**src/common/prf_defines.vh**
```
// constants used by the region freeze wrapper; its force-high cell uses none of them
`ifndef PRF_DEFINES_VH
`define PRF_DEFINES_VH

// number of reconfigurable regions behind this wrapper
`define PRF_NUM_REGIONS 2
// width of the region select used to pick the region being reconfigured
`define PRF_SEL_W 1

// boundary widths of one region
`define PRF_CTRL_W 4
`define PRF_DATA_W 16

// level forced onto a 4-bit control bus during freeze
`define PRF_CTRL_FROZEN 4'hf
// level forced onto a single non-global bit during freeze, clock included
`define PRF_BIT_FROZEN 1'b1
// safe inactive value for the active-high region outputs
`define PRF_OUT_SAFE 16'h0000
// value of the registered outputs after reset
`define PRF_OUT_RESET 16'h0000

// global network budget of one region
`define PRF_MAX_GLOBALS 6
// global nets used here: global clock and asynchronous clear
`define PRF_GLOBALS_USED 2

// clock period of clk in picoseconds (250 MHz)
`define PRF_CLK_PERIOD_PS 4000
// least time the new persona is held in its local reset after freeze drops
`define PRF_PERSONA_RESET_NS 64
// width of the persona reset counter
`define PRF_RST_CNT_W 5

// region state codes
`define PRF_ST_RUN 2'h0
`define PRF_ST_FROZEN 2'h1
`define PRF_ST_RESET 2'h2

`endif

```
**src/logic/prf_force_high.v**
```verilog
// one freeze cell: forces a region input bundle high while frozen
module prf_force_high #(
  parameter W = 4
) (
  input wire freeze,
  input wire [W-1:0] src,
  output wire [W-1:0] dst
);

  // pure mux, no flop, so a local clock stays a clock when not frozen
  assign dst = freeze ? {W{1'b1}} : src;

endmodule

```
**src/logic/prf_freeze_wrapper.v**
```verilog
// freeze wrapper for a set of partially reconfigurable regions
`include "prf_defines.vh"

// How it works
// - while frozen, every non-global region input is forced to all ones.
// - locally routed inputs count as non-global and are frozen high too.
// - global clock and global async clear pass straight into the region.
// - the local clock input is held at one while frozen, else follows source.
// - only the region selected for reconfiguration is frozen; others keep running.
// - region outputs may be clamped to a safe inactive zero while frozen.
// - region outputs seen by static logic are held during reconfiguration when the clamp is off.
// - at most six distinct global nets may enter one region.
// - global nets into a region carry only clocks and async clears.
// - an input fed globally in one persona is fed globally in every persona.
// - a shared global net keeps the same role in static and region logic.
module prf_freeze_wrapper (
  input wire clk,
  input wire rst,
  input wire freeze,
  input wire [`PRF_SEL_W-1:0] freeze_region_sel,
  input wire clamp_enable,
  input wire [`PRF_NUM_REGIONS-1:0] local_clock_in,
  input wire [`PRF_NUM_REGIONS*`PRF_CTRL_W-1:0] control_mode_in,
  input wire [`PRF_NUM_REGIONS*`PRF_CTRL_W-1:0] framer_ctl_in,
  output wire core_global_clock,
  output wire core_async_clear,
  output wire [`PRF_NUM_REGIONS-1:0] core_local_clock,
  output wire [`PRF_NUM_REGIONS-1:0] core_persona_reset,
  output wire [`PRF_NUM_REGIONS*`PRF_CTRL_W-1:0] core_control_mode,
  output wire [`PRF_NUM_REGIONS*`PRF_CTRL_W-1:0] core_framer_ctl,
  input wire [`PRF_NUM_REGIONS*`PRF_DATA_W-1:0] core_data_out,
  output wire [`PRF_NUM_REGIONS*`PRF_DATA_W-1:0] data_out,
  output wire [`PRF_NUM_REGIONS-1:0] region_frozen,
  output wire [`PRF_NUM_REGIONS-1:0] region_in_reset
);

  // persona reset hold in clk cycles, rounded up as a least time
  localparam integer RST_CYC =
    (`PRF_PERSONA_RESET_NS * 1000 + `PRF_CLK_PERIOD_PS - 1) / `PRF_CLK_PERIOD_PS;
  // counter constants at counter width; the cycle count is cut on purpose
  localparam [`PRF_RST_CNT_W-1:0] CNT_ZERO = {`PRF_RST_CNT_W{1'b0}};
  localparam [`PRF_RST_CNT_W-1:0] CNT_ONE = {{(`PRF_RST_CNT_W-1){1'b0}}, 1'b1};
  localparam [`PRF_RST_CNT_W-1:0] RST_CYC_W = RST_CYC[`PRF_RST_CNT_W-1:0];
  localparam [`PRF_RST_CNT_W-1:0] RST_LAST = RST_CYC_W - CNT_ONE;

  // region state codes
  localparam [1:0] ST_RUN = `PRF_ST_RUN;
  localparam [1:0] ST_FROZEN = `PRF_ST_FROZEN;
  localparam [1:0] ST_RESET = `PRF_ST_RESET;

  // a region may take six globals; only clock and async clear are used,
  // so four stay free for a persona that needs more clock domains

  // freeze edge tracking and the latched target region
  reg freeze_r;
  reg [`PRF_SEL_W-1:0] target_r;
  wire [`PRF_SEL_W-1:0] target_now;

  // global nets go straight in, never through a freeze cell
  // only clock and async clear are carried globally
  // the same reset feeds static logic as an async clear too
  // the boundary is fixed, so every persona sees these as globals
  // two globals of the six allowed per region are used
  assign core_global_clock = clk;
  assign core_async_clear = rst;

  // the select is only honoured at the freeze rising edge; a select that
  // moves mid-reconfiguration must not thaw the region being loaded
  assign target_now = freeze_r ? target_r : freeze_region_sel;

  // capture the target region when freeze arrives from user logic
  always @(posedge clk or posedge rst) begin
    if (rst) begin
      freeze_r <= 1'b0;
      target_r <= {`PRF_SEL_W{1'b0}};
    end else begin
      freeze_r <= freeze;
      if (freeze && !freeze_r) begin
        target_r <= freeze_region_sel;
      end
    end
  end

  // one set of freeze cells and one sequencer per region
  genvar gi;
  generate
    for (gi = 0; gi < `PRF_NUM_REGIONS; gi = gi + 1) begin : g_region
      wire frz;
      wire persona_rst_src;
      reg [1:0] state_r;
      reg [1:0] state_nxt;
      reg [`PRF_RST_CNT_W-1:0] cnt_r;
      reg [`PRF_RST_CNT_W-1:0] cnt_nxt;
      reg [`PRF_DATA_W-1:0] out_r;
      reg [`PRF_DATA_W-1:0] out_nxt;
      reg frozen_r;
      reg in_reset_r;

      // region index at select width, cut on purpose from the loop index
      localparam integer REGION_IDX = gi;
      localparam [`PRF_SEL_W-1:0] REGION_ID = REGION_IDX[`PRF_SEL_W-1:0];

      // decode: freeze only the region being reconfigured
      assign frz = freeze && (target_now == REGION_ID);

      // persona reset source: held after release until the count runs out;
      // freeze forces it first, but it is low from freeze release to the next edge while state_r is still ST_FROZEN
      assign persona_rst_src = (state_r == ST_RESET);

      // control bus forced to all ones while frozen
      prf_force_high #(
        .W(`PRF_CTRL_W)
      ) u_ctrl (
        .freeze(frz),
        .src(control_mode_in[gi*`PRF_CTRL_W +: `PRF_CTRL_W]),
        .dst(core_control_mode[gi*`PRF_CTRL_W +: `PRF_CTRL_W])
      );

      // framer control, a locally routed input, frozen like the rest
      prf_force_high #(
        .W(`PRF_CTRL_W)
      ) u_framer (
        .freeze(frz),
        .src(framer_ctl_in[gi*`PRF_CTRL_W +: `PRF_CTRL_W]),
        .dst(core_framer_ctl[gi*`PRF_CTRL_W +: `PRF_CTRL_W])
      );

      // local clock parked at one while frozen freeze moving
      // mid-cycle can clip one pulse, harmless as the persona is reset after
      prf_force_high #(
        .W(1)
      ) u_lclk (
        .freeze(frz),
        .src(local_clock_in[gi]),
        .dst(core_local_clock[gi])
      );

      // persona reset is itself a non-global input, so high during freeze
      prf_force_high #(
        .W(1)
      ) u_prst (
        .freeze(frz),
        .src(persona_rst_src),
        .dst(core_persona_reset[gi])
      );

      // region sequencing: run, frozen, then persona reset after release
      always @* begin
        state_nxt = state_r;
        cnt_nxt = cnt_r;
        case (state_r)
          ST_RUN: begin
            if (frz) begin
              state_nxt = ST_FROZEN;
            end
          end
          ST_FROZEN: begin
            if (!frz) begin
              state_nxt = ST_RESET;
              cnt_nxt = CNT_ZERO;
            end
          end
          // a new freeze during the hold goes straight back to frozen
          ST_RESET: begin
            if (frz) begin
              state_nxt = ST_FROZEN;
            end else if (cnt_r == RST_LAST) begin
              state_nxt = ST_RUN;
            end else begin
              cnt_nxt = cnt_r + CNT_ONE;
            end
          end
          default: begin
            state_nxt = ST_RUN;
          end
        endcase
      end

      // output path: clamp to the safe level while frozen when enabled;
      // with the clamp off the last pre-freeze value is held instead, which
      // keeps static logic away from a half-loaded persona either way
      always @* begin
        out_nxt = out_r;
        if (frz) begin
          if (clamp_enable) begin
            out_nxt = `PRF_OUT_SAFE;
          end
        end else begin
          out_nxt = core_data_out[gi*`PRF_DATA_W +: `PRF_DATA_W];
        end
      end

      // state, counter and held outputs; the flags are registered so
      // static logic sees clean levels, one cycle behind the freeze
      always @(posedge clk or posedge rst) begin
        if (rst) begin
          state_r <= ST_RUN;
          cnt_r <= CNT_ZERO;
          out_r <= `PRF_OUT_RESET;
          frozen_r <= 1'b0;
          in_reset_r <= 1'b0;
        end else begin
          state_r <= state_nxt;
          cnt_r <= cnt_nxt;
          out_r <= out_nxt;
          frozen_r <= frz;
          in_reset_r <= (state_nxt == ST_RESET);
        end
      end

      // static side only ever sees the held copy
      assign data_out[gi*`PRF_DATA_W +: `PRF_DATA_W] = out_r;
      assign region_frozen[gi] = frozen_r;
      assign region_in_reset[gi] = in_reset_r;
    end
  endgenerate

endmodule

```
**config.mk**
```make
export PLATFORM = sky130hd
export DESIGN_NAME = prf_freeze_wrapper
export DESIGN_NICKNAME = d
export VERILOG_FILES = /design/src/logic/prf_force_high.v /design/src/logic/prf_freeze_wrapper.v
export VERILOG_INCLUDE_DIRS = /design/src /design/src/common
export SDC_FILE = /design/constraint.sdc
export NUM_CORES = 1
export LEC_CHECK = 0
export ABC_AREA = 1
export BUFFER_PORTS_ARGS = -buffer_cell sky130_fd_sc_hd__clkbuf_2
export CORE_MARGIN = 2
export CORE_UTILIZATION = 46
export DETAILED_ROUTE_END_ITERATION = 10
export GPL_TIMING_DRIVEN = 0
export PLACE_DENSITY = 0.76
export SLEW_MARGIN = 25
export SYNTH_ARGS = -nofsm -noshare
export SYNTH_HDL_FRONTEND = slang
export SYNTH_SLANG_ARGS = --single-unit
```
**constraint.sdc**
```tcl
create_clock -name clk -period 1.63 [get_ports clk]
set_input_delay 0.163 -clock clk [delete_from_list [all_inputs] [get_ports clk]]
set_output_delay 0.163 -clock clk [all_outputs]
set_load 0.03 [all_outputs]
```
==> reports/results.tsv <==
metric	value	unit
max_cap_violations	0	
critical_path_peak_fanout	5	
internal_power	2.67	mW
insertion_delay	0.41	ns
tritoncts_clock_tree	yes	
syn_area_per_cell	8.78	um^2
seqPwrFrac	38.2	%
setup_violations	20	
count_of_buffers_inserted_at_the_top_level_ports	112	
dieWidth	76.1	um
finish.net_count	502	
rsz_0062_raised_after_global_routing	yes	
critical_path_arrival	1.68	ns
n_antenna_cell	0	
run_status	finished with violations	
syn-cell-area	0.00239	mm^2
totalWireLength	7.00	mm
n_fill_cell	338	
drt.antenna.violating_nets	0	
final_total_pwr	4.00	mW
floorplan.initialDensity	47.1	%
detailedPlacementHpwl	3.60	mm
synth_warnings	0	
power_leakage	2.15	nW
syn-instance-count	272	
synthesis.nets	331	
groute.usage.overall	24.1	%
number_of_top_level_pins	113	
start_kind	register	
synthToLayoutAreaGrowth	65.1	%
routabilityCongestion	0.802	
dieHeight	76.1	um
post-place-cells	454	
number_of_remaining_drc_errors	0	
pre_cts_ws	0.0263	ns
die-area	0.00579	mm^2
final.hold.worst_slack	0.0844	ns
kind_of_path_behind_the_tightest_hold_check	primary input to register	
synth_top_area_cell	dfrtp_1	
floorplan.core_area	0.00507	mm^2
worst_ir_drop_vdd	587	uV
antenna_found_initial	0	
globalRouteOverflowTotal	0	
clock_slew_at_the_register_clock_pins_of_the_worst_setup_and_hold_paths	0.10	ns
post_synth_main_area_contributors	dfrtp_1, nand2_1, buf_4	
drive_gt1_share	43.5	%
routed_wl_per_cell	13.6	um
largest_net_degree_at_the_start_of_global_routing	53	
worst_slack	-0.210	ns
worst_pin_slew	0.625	ns
seq_area	0.00130	mm^2
worst-endpoint-required	1.47	ns
violations	negative setup slack	
power.share.clock	31.0	%
grt_pass1_wl	11.1	mm
vias_per_cell	4.61	
ys_ff_latch	52	
grt_pass1_vias	2355	
fin_tns_setup	-3.02	ns
drt_pass1_iterations	4	
sw_frac_of_total	33.0	%
cellPowerDensity	1010	mW/mm^2
instances_no_fill	514	
multiInputGateArea	947	um^2
synth_largest_type_area_fraction	54.5	%
post_synth_num_cell_types	20	
finalClockSkew	0.00597	ns
seq_area_frac_synth	54.5	%
slew_headroom	58.3	%
slew_viol_final	0	
critical_path.endpoint_type	output pin	
post-route-period-util	113	%
fmaxAchievable	0.544	GHz
combPwrFrac	30.8	%
floorplan.rows	26	
hold_fails_final_rpt	0	
tmin_final	1.84	ns
num_vias	2372	
power.switching	1.32	mW
setup.worst_path.class	register to output pin	
detailedRoute.firstIterationViolations	81	
layout by cell type (no fill, tap or decap), types with 3 or more instances in the layout:
master	n
buf_4	24
buf_6	4
buf_8	20
clkbuf_2	92
clkbuf_8	10
dfrtp_1	52
dlygate4sd3_1	34
ha_1	3
inv_1	17
inv_4	3
nand2_1	119
nand2_2	5
nand3_1	7
nor2_1	4
o21ai_0	7
o21ai_2	4
or2_1	3
or2_4	15
repair_timing:
item / in CTS / in global routing
hold endpoints to repair: 85 / 0
pin swaps: 2 / 3
buffers inserted: 9 / 10
hold buffers: 34 / 0
cloned: 2 / 1
gates resized for setup: 62 / 34
endpoints found under the setup margin: 20 / 31
per-stage QoR:
stage | instance area (um^2) | util, %
after floorplan | 2390 | -
after global placement | 3040 | 59.8
after detailed placement | 3040 | 59.9
after CTS | 3820 | 75.2
after global routing | 3940 | 77.7
final | 3940 | 77.7
cell usage after synthesis:
library cell	count
o21ai_0	10
buf_4	11
inv_4	1
a21oi_1	1
o21ai_2	4
dfrtp_1	52
nor2_1	4
nor2_4	2
or2_1	9
nand3b_1	1
nand3_2	1
nand2_1	122
or2_2	11
nand2_2	4
nand3_1	7
ha_1	4
buf_6	6
nand4_1	2
inv_1	19
a21oi_2	1
critical path, cell delays in order, from the launching register on:
cell and delay, ns:
dfrtp_1 0.42, inv_1 0.08, nand2_2 0.09, nand3_4 0.13, clkinvlp_4 0.16, or2_4 0.26
buf_8 0.14
per-layer routing:
layer,global-route usage (%),vias up,wire length [um]
met5,0,-,0
met4,10.7,0,168
met3,5.09,16,326
met2,43.9,83,3820
met1,27.2,1112,2690
li1,-,1161,-
area by class of cell:
cell class              count  share of cell area, %
clock buffers              10                   3.27
flip-flops and latches     52                   33.0
clock inverters             2                  0.984
repair inverters            2                  0.349
plain buffers              10                   2.28
multi-input cells         183                   24.0
well taps                  70                   2.22
repair buffers            165                   31.7
inverters                  20                   2.16
state kept, by name (all words and copies together) (netlist names):
name,count
freeze_r,1
g_region.frozen_r,2
g_region.out_r,32
g_region.state_r,4
target_r,1
g_region.in_reset_r,2
g_region.cnt_r,10
logic make-up after synthesis:
family                     Yosys count  synth area share, %
and+or+nand+nor                    163                 29.8
adders and majority gates            4                 2.10
buffers and inverters               37                 9.53
DFF                                 52                 54.5
AOI/OAI and AO/OA                   16                 4.14
worst paths after layout:
| path | slack, ns | to | startpoint | cells after the start |
|---|---|---|---|---|
| min in group asynchronous | 0.39 | g_region[1].in_reset_r | rst | 3 |
| min reg2reg | 0.48 | g_region[0].state_r[0] | g_region[0].state_r[1] | 1 |
| min | 0.08 | g_region[0].out_r[8] | clamp_enable | 4 |
| max in group asynchronous | 0.82 | g_region[0].out_r[5] | rst | 3 |
| max | -0.21 | core_framer_ctl[0] | freeze_r | 6 |
| max reg2reg | 0.11 | g_region[1].cnt_r[1] | g_region[1].cnt_r[0] | 11 |
power by group through the flow:
stage | logic (mW) | registers, mW | clock network, mW
2_1_floorplan | 0.482 | 1.68 | 0.0919
3_3_place_gp | 0.873 | 1.55 | 0.111
3_5_place_dp | 0.887 | 1.55 | 0.111
4_1_cts | 1.07 | 1.53 | 1.26
5_1_grt | 1.32 | 1.54 | 1.32
6_report | 1.23 | 1.53 | 1.24
No activity file was read; power rests on OpenSTA's default activity.
